[src/verilog/ccp_pkg.sv]
package ccp_pkg;

    // ---------------------------------------------------------------
    // register map (word offsets on the plain register port)
    // ---------------------------------------------------------------
    localparam logic [2:0] ADDR_UNIT_CONTROL = 3'h0;
    localparam logic [2:0] ADDR_TIME_BASE_SELECT = 3'h1;
    localparam logic [2:0] ADDR_VALUE_LOW_BYTE = 3'h2;
    localparam logic [2:0] ADDR_VALUE_HIGH_BYTE = 3'h3;
    localparam logic [2:0] ADDR_CAPTURE_SOURCE_SELECT = 3'h4;
    localparam logic [2:0] ADDR_EVENT_STATUS = 3'h5;
    localparam logic [2:0] ADDR_EVENT_ENABLE = 3'h6;

    // ---------------------------------------------------------------
    // field positions and reset values
    // ---------------------------------------------------------------
    localparam int CTRL_ENABLE_BIT = 7;
    localparam int CTRL_OUTPUT_BIT = 5;
    localparam int CTRL_ALIGN_BIT = 4;
    localparam logic [7:0] CTRL_WRITE_MASK = 8'h9F;
    localparam logic [7:0] CAPSEL_WRITE_MASK = 8'h07;
    localparam logic [7:0] RESET_BYTE = 8'h00;

    // ---------------------------------------------------------------
    // mode codes
    // ---------------------------------------------------------------
    localparam logic [3:0] MODE_OFF = 4'h0;
    localparam logic [3:0] MODE_CMP_TOGGLE_CLR = 4'h1;
    localparam logic [3:0] MODE_CMP_TOGGLE = 4'h2;
    localparam logic [3:0] MODE_CAP_BOTH = 4'h3;
    localparam logic [3:0] MODE_CAP_FALL = 4'h4;
    localparam logic [3:0] MODE_CAP_RISE = 4'h5;
    localparam logic [3:0] MODE_CAP_RISE4 = 4'h6;
    localparam logic [3:0] MODE_CAP_RISE16 = 4'h7;
    localparam logic [3:0] MODE_CMP_SET = 4'h8;
    localparam logic [3:0] MODE_CMP_CLEAR = 4'h9;
    localparam logic [3:0] MODE_CMP_PULSE = 4'hA;
    localparam logic [3:0] MODE_CMP_PULSE_CLR = 4'hB;
    localparam logic [3:0] PRESCALE_4_LAST = 4'h3;
    localparam logic [3:0] PRESCALE_16_LAST = 4'hF;

    // capture source codes
    localparam logic [2:0] SRC_PIN = 3'h0;
    localparam logic [2:0] SRC_CMP_ONE = 3'h1;
    localparam logic [2:0] SRC_CMP_TWO = 3'h2;
    localparam logic [2:0] SRC_PIN_CHANGE = 3'h3;
    localparam logic [2:0] SRC_CELL_ONE = 3'h4;
    localparam logic [2:0] SRC_CELL_TWO = 3'h5;

    // one period timer as seen by the unit
    typedef struct packed {
        logic [7:0] count;     // 8-bit timer value
        logic [1:0] low_bits;  // two clock or prescaler bits extending it
        logic period_end;      // pulse: increment after count equals period limit
    } period_timer_t;

    // register bus request
    typedef struct packed {
        logic [2:0] addr;
        logic [7:0] wdata;
        logic wr;
        logic rd;
    } reg_req_t;

    // whole state of the unit
    typedef struct packed {
        logic enable;
        logic align;
        logic [3:0] mode;
        logic [7:0] time_sel;
        logic [7:0] val_lo;
        logic [7:0] val_hi;
        logic [2:0] cap_sel;
        logic out_level;
        logic trig_prev;
        logic [3:0] prescale;
        logic [9:0] duty_buf;
        logic pulse_hold;
        logic event_flag;
        logic event_en;
        logic [7:0] rdata;
    } unit_state_t;

endpackage : ccp_pkg

[src/verilog/capture_compare_pwm_control.sv]
`timescale 1ns/1ps
// Operation
// - control bit 7 enables the unit; zero disables it
// - control bit 5 shows the output level, read-only
// - control bit 4 picks left or right duty alignment in PWM mode
// - low nibble is the mode; codes 11xx select PWM
// - code 1011: pulse output and clear the 16-bit timer on match
// - code 1010: low-high-low pulse on match, timer not cleared
// - code 1001 clears output on match, 1000 sets it
// - code 0111 captures every 16th rising edge, 0110 every 4th
// - 0101 every rising, 0100 every falling, 0011 both edges capture
// - 0010 toggles on match; 0001 toggles and clears the timer
// - code 0000 turns everything off and holds internal state reset
// - two-bit time-base fields for units one and two, 11 reserved
// - bits 5-4 and 7-6 select time base for PWM three and four
// - capture loads timer low byte to low register, high to high
// - compare uses the 16-bit value pair against the timer
// - right alignment: duty from low byte and high bits 1:0
// - left alignment: duty from high byte and low bits 7:6
// - three-bit trigger selector picks pin, comparators, pin change, cells
// - trigger codes 110 and 111 connect nothing
// - reset zeroes registers and puts the pin into input mode
// - output is routed to generator, converter, timers, window, cells, pins
// - PWM timing counts only system clock based timer steps
// - control bit 6 and selector bits 7-3 read zero
// - period end sets output unless duty zero and latches duty
// - output clears when 10-bit time base equals buffered duty
// - compare match when value pair equals timer pair
module capture_compare_pwm_control
    import ccp_pkg::*;
(
    // clock and reset
    input wire logic mclk,
    input wire logic reset_n,
    // register port
    input wire logic [2:0] reg_addr,
    input wire logic [7:0] reg_wdata,
    input wire logic reg_wr,
    input wire logic reg_rd,
    output logic [7:0] reg_rdata,
    // 16-bit timer
    input wire logic [15:0] sixteen_bit_timer,
    output logic timer_clear,
    // three period timers
    input period_timer_t period_timer [3],
    // capture trigger sources
    input wire logic unit_pin_in,
    input wire logic comparator_one_sync,
    input wire logic comparator_two_sync,
    input wire logic pin_change_interrupt,
    input wire logic logic_cell_one_out,
    input wire logic logic_cell_two_out,
    // pin control
    input wire logic pin_direction,
    output logic unit_pin_out,
    output logic unit_pin_oe,
    // internal routes of the output
    output logic waveform_generator_in,
    output logic converter_trigger,
    output logic period_timer_reset,
    output logic measurement_timer_window,
    output logic logic_cell_in,
    output logic pin_mapping_fabric_in,
    // time-base selections for the four channels
    output logic [1:0] unit_one_timer_sel,
    output logic [1:0] unit_two_timer_sel,
    output logic [1:0] pwm_three_timer_sel,
    output logic [1:0] pwm_four_timer_sel,
    // event request
    output logic event_request
);

    unit_state_t s_q;
    unit_state_t s_d;
    reg_req_t req;

    logic is_pwm;
    logic is_capture;
    logic is_compare;
    logic trig;
    logic rise;
    logic fall;
    logic cap_edge;
    logic cap_event;
    logic match;
    logic [1:0] unit_sel;
    period_timer_t tb;
    logic [9:0] duty_in;
    logic [9:0] base10;

    assign req = '{addr: reg_addr, wdata: reg_wdata, wr: reg_wr, rd: reg_rd};

    // -----------------------------------------------------------------
    // mode decode
    // -----------------------------------------------------------------
    // PWM occupies the whole upper quarter of codes
    assign is_pwm = s_q.enable && (s_q.mode[3:2] == 2'b11);
    assign is_capture = s_q.enable && (s_q.mode >= MODE_CAP_BOTH) && (s_q.mode <= MODE_CAP_RISE16);
    assign is_compare = s_q.enable && !is_pwm && !is_capture && (s_q.mode != MODE_OFF);

    // -----------------------------------------------------------------
    // capture trigger selection and edge detect
    // -----------------------------------------------------------------
    always_comb begin
        case (s_q.cap_sel)
            SRC_PIN: trig = unit_pin_in;
            SRC_CMP_ONE: trig = comparator_one_sync;
            SRC_CMP_TWO: trig = comparator_two_sync;
            SRC_PIN_CHANGE: trig = pin_change_interrupt;
            SRC_CELL_ONE: trig = logic_cell_one_out;
            SRC_CELL_TWO: trig = logic_cell_two_out;
            default: trig = s_q.trig_prev; // no source: no edge
        endcase
    end

    assign rise = trig && !s_q.trig_prev;
    assign fall = !trig && s_q.trig_prev;

    // edge that qualifies before the prescaler
    always_comb begin
        case (s_q.mode)
            MODE_CAP_BOTH: cap_edge = rise || fall;
            MODE_CAP_FALL: cap_edge = fall;
            MODE_CAP_RISE, MODE_CAP_RISE4, MODE_CAP_RISE16: cap_edge = rise;
            default: cap_edge = 1'b0;
        endcase
    end

    // prescaled capture event
    always_comb begin
        case (s_q.mode)
            MODE_CAP_RISE4: cap_event = is_capture && cap_edge && (s_q.prescale == PRESCALE_4_LAST);
            MODE_CAP_RISE16: cap_event = is_capture && cap_edge && (s_q.prescale == PRESCALE_16_LAST);
            default: cap_event = is_capture && cap_edge;
        endcase
    end

    // -----------------------------------------------------------------
    // compare and PWM time base
    // -----------------------------------------------------------------
    assign match = is_compare && ({s_q.val_hi, s_q.val_lo} == sixteen_bit_timer);

    // unit one uses the low field of the selector
    assign unit_sel = s_q.time_sel[1:0];
    always_comb begin
        case (unit_sel)
            2'b00: tb = period_timer[0];
            2'b01: tb = period_timer[1];
            2'b10: tb = period_timer[2];
            default: tb = '0; // reserved: no time base
        endcase
    end

    // duty layout from the value pair
    assign duty_in = s_q.align ? {s_q.val_hi, s_q.val_lo[7:6]}
                               : {s_q.val_hi[1:0], s_q.val_lo};
    assign base10 = {tb.count, tb.low_bits};

    // -----------------------------------------------------------------
    // next state
    // -----------------------------------------------------------------
    always_comb begin
        s_d = s_q;
        s_d.rdata = RESET_BYTE;
        s_d.trig_prev = trig;

        // register writes
        if (req.wr) begin
            case (req.addr)
                ADDR_UNIT_CONTROL: begin
                    // output bit and bit 6 are not writable
                    s_d.enable = req.wdata[CTRL_ENABLE_BIT];
                    s_d.align = req.wdata[CTRL_ALIGN_BIT];
                    s_d.mode = req.wdata[3:0];
                end
                ADDR_TIME_BASE_SELECT: s_d.time_sel = req.wdata;
                ADDR_VALUE_LOW_BYTE: s_d.val_lo = req.wdata;
                ADDR_VALUE_HIGH_BYTE: s_d.val_hi = req.wdata;
                ADDR_CAPTURE_SOURCE_SELECT: s_d.cap_sel = req.wdata[2:0];
                ADDR_EVENT_STATUS: s_d.event_flag = s_q.event_flag && !req.wdata[0];
                ADDR_EVENT_ENABLE: s_d.event_en = req.wdata[0];
                default: ;
            endcase
        end

        // capture prescaler counts qualifying edges
        if (is_capture && cap_edge) begin
            s_d.prescale = s_q.prescale + 4'h1;
        end

        // capture load overrides a write in the same cycle
        if (cap_event) begin
            // restart the edge count so that every 4th or 16th edge captures
            s_d.prescale = 4'h0;
            s_d.val_lo = sixteen_bit_timer[7:0];
            s_d.val_hi = sixteen_bit_timer[15:8];
        end

        // pulse modes fall back low one cycle after the match
        if (s_q.pulse_hold && !match) begin
            s_d.out_level = 1'b0;
            s_d.pulse_hold = 1'b0;
        end

        if (match) begin
            case (s_q.mode)
                MODE_CMP_TOGGLE, MODE_CMP_TOGGLE_CLR: s_d.out_level = !s_q.out_level;
                MODE_CMP_SET: s_d.out_level = 1'b1;
                MODE_CMP_CLEAR: s_d.out_level = 1'b0;
                MODE_CMP_PULSE, MODE_CMP_PULSE_CLR: begin
                    s_d.out_level = 1'b1;
                    s_d.pulse_hold = 1'b1;
                end
                default: ;
            endcase
        end

        // PWM: period end sets and reloads, duty match clears
        if (is_pwm) begin
            if (tb.period_end) begin
                s_d.duty_buf = duty_in;
                s_d.out_level = (duty_in != 10'h000);
            end else if (base10 == s_q.duty_buf) begin
                s_d.out_level = 1'b0;
            end
        end

        // event flag: set wins over a clear in the same cycle
        if (cap_event || match) begin
            s_d.event_flag = 1'b1;
        end

        // mode off or unit disabled holds the internals in reset
        if (!s_q.enable || s_q.mode == MODE_OFF || (req.wr && req.addr == ADDR_UNIT_CONTROL)) begin
            s_d.prescale = 4'h0;
        end
        if (!s_d.enable || s_d.mode == MODE_OFF) begin
            s_d.out_level = 1'b0;
            s_d.pulse_hold = 1'b0;
            s_d.duty_buf = 10'h000;
        end

        // read data for the next cycle
        if (req.rd) begin
            case (req.addr)
                ADDR_UNIT_CONTROL: s_d.rdata = {s_q.enable, 1'b0, s_q.out_level, s_q.align, s_q.mode};
                ADDR_TIME_BASE_SELECT: s_d.rdata = s_q.time_sel;
                ADDR_VALUE_LOW_BYTE: s_d.rdata = s_q.val_lo;
                ADDR_VALUE_HIGH_BYTE: s_d.rdata = s_q.val_hi;
                ADDR_CAPTURE_SOURCE_SELECT: s_d.rdata = {5'h00, s_q.cap_sel};
                ADDR_EVENT_STATUS: s_d.rdata = {7'h00, s_q.event_flag};
                ADDR_EVENT_ENABLE: s_d.rdata = {7'h00, s_q.event_en};
                default: s_d.rdata = RESET_BYTE;
            endcase
        end
    end

    // -----------------------------------------------------------------
    // state register
    // -----------------------------------------------------------------
    always_ff @(posedge mclk or negedge reset_n) begin
        if (!reset_n) begin
            s_q <= '0;
        end else begin
            s_q <= s_d;
        end
    end

    // -----------------------------------------------------------------
    // outputs
    // -----------------------------------------------------------------
    assign reg_rdata = s_q.rdata;
    // timer clear on match in the clearing compare modes
    assign timer_clear = match && (s_q.mode == MODE_CMP_PULSE_CLR || s_q.mode == MODE_CMP_TOGGLE_CLR);

    // pin drives only when enabled and software cleared the direction bit
    assign unit_pin_out = s_q.out_level;
    assign unit_pin_oe = s_q.enable && (s_q.mode != MODE_OFF) && !pin_direction && !is_capture;

    // internal destinations of the output level
    assign waveform_generator_in = s_q.out_level;
    assign converter_trigger = s_q.out_level;
    assign period_timer_reset = s_q.out_level;
    assign measurement_timer_window = s_q.out_level;
    assign logic_cell_in = s_q.out_level;
    assign pin_mapping_fabric_in = s_q.out_level;

    // selector fields for this and the other channels
    assign unit_one_timer_sel = s_q.time_sel[1:0];
    assign unit_two_timer_sel = s_q.time_sel[3:2];
    assign pwm_three_timer_sel = s_q.time_sel[5:4];
    assign pwm_four_timer_sel = s_q.time_sel[7:6];

    assign event_request = s_q.event_flag && s_q.event_en;

endmodule : capture_compare_pwm_control

[config.mk]
export PLATFORM = sky130hd
export DESIGN_NAME = capture_compare_pwm_control
export DESIGN_NICKNAME = d
export VERILOG_FILES = /design/src/verilog/ccp_pkg.sv /design/src/verilog/capture_compare_pwm_control.sv
export SDC_FILE = /design/constraint.sdc
export NUM_CORES = 1
export LEC_CHECK = 0
export ABC_AREA = 1
export BUFFER_PORTS_ARGS = -buffer_cell sky130_fd_sc_hd__buf_2
export CAP_MARGIN = 10
export CORE_MARGIN = 1
export CORE_UTILIZATION = 50
export CTS_CLUSTER_DIAMETER = 150
export DETAILED_ROUTE_END_ITERATION = 10
export PLACE_DENSITY = 0.75
export SLEW_MARGIN = 5
export SYNTH_ARGS = -nofsm -noshare
export SYNTH_HDL_FRONTEND = slang
export SYNTH_SLANG_ARGS = --single-unit
[constraint.sdc]
create_clock -name mclk -period 2.9 [get_ports mclk]
set_clock_uncertainty 0.2 [all_clocks]
set_input_delay 0.29 -clock mclk [delete_from_list [all_inputs] [get_ports mclk]]
set_output_delay 0.29 -clock mclk [all_outputs]
set_load 0.02 [all_outputs]
==> impl_metrics.env <==
export IMPL_maxSlewHeadroom=0.481
export IMPL_peakVddDrop_mv=0.427
export IMPL_synth_ff_type="dfrtp_1"
export IMPL_min_period_over_period=0.915
export IMPL_grt_pass1_wl_um=18200
export IMPL_yosysWarnings=0
export IMPL_crit_fanout=5
export IMPL_die_w_um=92.7
export IMPL_ys_top_cells_by_area="dfrtp_1 (36%), nand2_1 (20%), nand3_1 (7.7%)"
export IMPL_crit_top_cell="nand2_1"
export IMPL_hold_class="in -> reg"
export IMPL_start_util=0.524
export IMPL_cts_tree="done"
export IMPL_synth_seq_cells=60
export IMPL_core_um2=7850
export IMPL_ctsResizeCount=0
export IMPL_grt_usage=0.276
export IMPL_post_drt_wl_per_cell_um=14.2
export IMPL_clkTransAtPathRegs_ns=0.07
export IMPL_synth_edf_count=0
export IMPL_synth_distinct_cells=38
export IMPL_drc_errors=0
export IMPL_place_port_buffers=96
export IMPL_diodes=0
export IMPL_synth_avg_cell_area_um2=6.74
export IMPL_crit_slowest_cell="dlygate4sd3_1"
export IMPL_cts_sinks=60
export IMPL_io_pins=97
export IMPL_num_vias=4196
export IMPL_maxCapViolations=0
export IMPL_ant_nets=0
export IMPL_rsz0062_at_grt="no"
export IMPL_firstDrtPassIters=5
export IMPL_path_cells="dlygate4sd3_1 -> buf_2 -> nand2_1 -> nand2_1 -> nor2_1 -> nand2_1 -> nor2_1 -> nand3_1 -> a21oi_1 -> buf_2"
export IMPL_startpoint_type="input port"
export IMPL_die_height_um=92.7
export IMPL_netlist_area_leader_share=0.365
export IMPL_outcome="finished, final reports clean"
export IMPL_place_hpwl_um=8890
export IMPL_layout_common_cells="nand2_1 (214), buf_2 (96), inv_1 (83)"
export IMPL_r2r_slack_ns=0.28
export IMPL_critPathKind="in -> out"
export IMPL_finalNetCount=768
export IMPL_synth_cells=611
export IMPL_drt_first_iter_violations=330
export IMPL_via_per_inst=5.24
export IMPL_hold_violations=0
export IMPL_worstSkewPairLatency_ns=0.35
export IMPL_yosysTopAreaCell="dfrtp_1"
export IMPL_finalWorstPathRequiredPeriod_ns=2.65
export IMPL_dieArea_um2=8600
export IMPL_synthesis_area_um2=4120
export IMPL_areaGrowthSynthToFinish_pct=15.8
export IMPL_required_ns=2.41
export IMPL_placementRows=32
export IMPL_tightest_slew_ns=0.778
export IMPL_routed_wl_um=11400
export IMPL_cts_inserted_buffers=9
export IMPL_p_per_area_nw_per_um2=615
export IMPL_post_cts_buffers=0
export IMPL_tns_ns=0
export IMPL_ys_async_sr_fraction=1.00
export IMPL_drive_gt1_frac=0.206
export IMPL_grt_pass1_vias=3727
export IMPL_slew_violations=0
export IMPL_cp_end_kind="output pin"
export IMPL_clockRootBuffer="clkbuf_8"
export IMPL_layout_commonest_cell="nand2_1"
export IMPL_synth_nets=685
export IMPL_ctsHtreeMaxLevel=3
export IMPL_leakage_nw=2.51
export IMPL_max_freq_mhz=377
export IMPL_antenna_found_initial=0
export IMPL_max_stage_delay_ns=0.53
export IMPL_cts_buffer_depth=2
export IMPL_grt_overflow=0
export IMPL_fin_util=0.607
export IMPL_grt_start_max_net_pins=61
export IMPL_finalSetupViolations=0
export IMPL_synth_seq_area_share=0.365
export IMPL_gp_congestion=0.961
export IMPL_arrival_ns=2.16
==> flip-flops by register name, summed over array words and instances (netlist names) <==
register	cells
pwm_three_timer_sel	2
s_q	43
pwm_four_timer_sel	2
unit_two_timer_sel	2
converter_trigger	1
reg_rdata	8
unit_one_timer_sel	2
==> power breakdown <==
part           internal (mW)  switching (mW)  leakage (nW)  total [mW]
logic                  0.346           0.616          1.62       0.962
clock network          0.401           0.380        0.0923       0.781
registers              0.989           0.196         0.792        1.19
==> synth_stat cells, types with 3 or more instances <==
cell type and number:
buf_4 24, ha_1 3, nand4_1 13, clkbuf_1 4, buf_6 4, o22ai_1 6, a21oi_2 9, inv_2 4
nor2_1 39, inv_1 83, nand2_1 214, nor3_1 5, o21ai_1 3, a21oi_1 6, nand3_1 63, o21ai_0 34
dfrtp_1 60, nand2_2 5, a221oi_1 5
==> cell type report <==
cell class / count / area [um^2]
clock buffers: 9 / 124
inverters: 88 / 330
flip-flops and latches: 60 / 1500
multi-input cells: 429 / 2030
clock inverters: 7 / 75.1
fillers: 774 / 3080
repair buffers: 106 / 573
well taps: 102 / 128
==> what timing repair did <==
action,in CTS,in global routing
hold buffers,7,0
setup endpoints to repair,0,0
hold endpoints to repair,66,0
==> metal layers <==
layer,vias to the layer above,global-route usage,wire [um]
li1,2097,-,-
met1,1899,0.373,5100
met2,178,0.451,5230
met3,22,0.0369,779
met4,0,0.103,252
met5,-,0,0
==> stage by stage <==
stage          instances  area [um^2]  setup WS [ns]  total power [mW]  hold WS, ns
6_report             801         4760          0.246              2.93      0.00671
5_1_grt              801         4760         0.0462              3.12       0.0187
4_1_cts              801         4760          0.231              2.92      0.00508
3_5_place_dp         778         4500          0.307              2.14        0.303
3_3_place_gp         778         4500          0.461              2.11        0.295
2_1_floorplan        611         4120          0.496              1.85       -0.206
==> path summary, 6_finish.rpt <==
path	startpoint	to	cells after the start
min reg2reg	unit_two_timer_sel[0]$_DFFE_PN0P_	unit_two_timer_sel[0]$_DFFE_PN0P_	2
min in group asynchronous	reset_n	reg_rdata[0]$_DFF_PN0_	3
max	sixteen_bit_timer[5]	timer_clear	10
min	sixteen_bit_timer[11]	s_q[33]$_DFFE_PN0P_	3
max reg2reg	s_q[27]$_DFFE_PN0P_	s_q[41]$_DFFE_PN0P_	15
max in group asynchronous	reset_n	s_q[19]$_DFFE_PN0P_	3
==> cells by family (layout without fill, tap and decap cells) <==
group,count (synthesis),after routing,synth area share
buf+inv,122,210,0.141
mux,4,4,0.0103
flops,60,60,0.365
fa+ha+maj,3,3,0.00912
compound gates,72,72,0.109
xor+xnor,2,2,0.00426
simple gates,348,348,0.362
==> worst max-delay path, delay by kind of cell <==
| family | cells | cell delay [ns] |
|---|---|---|
| AOI/OAI and AO/OA | 1 | 0.22 |
| and+or+nand+nor | 6 | 0.79 |
| buffers and inverters | 3 | 0.86 |
Power figures use the tool's default switching activity.
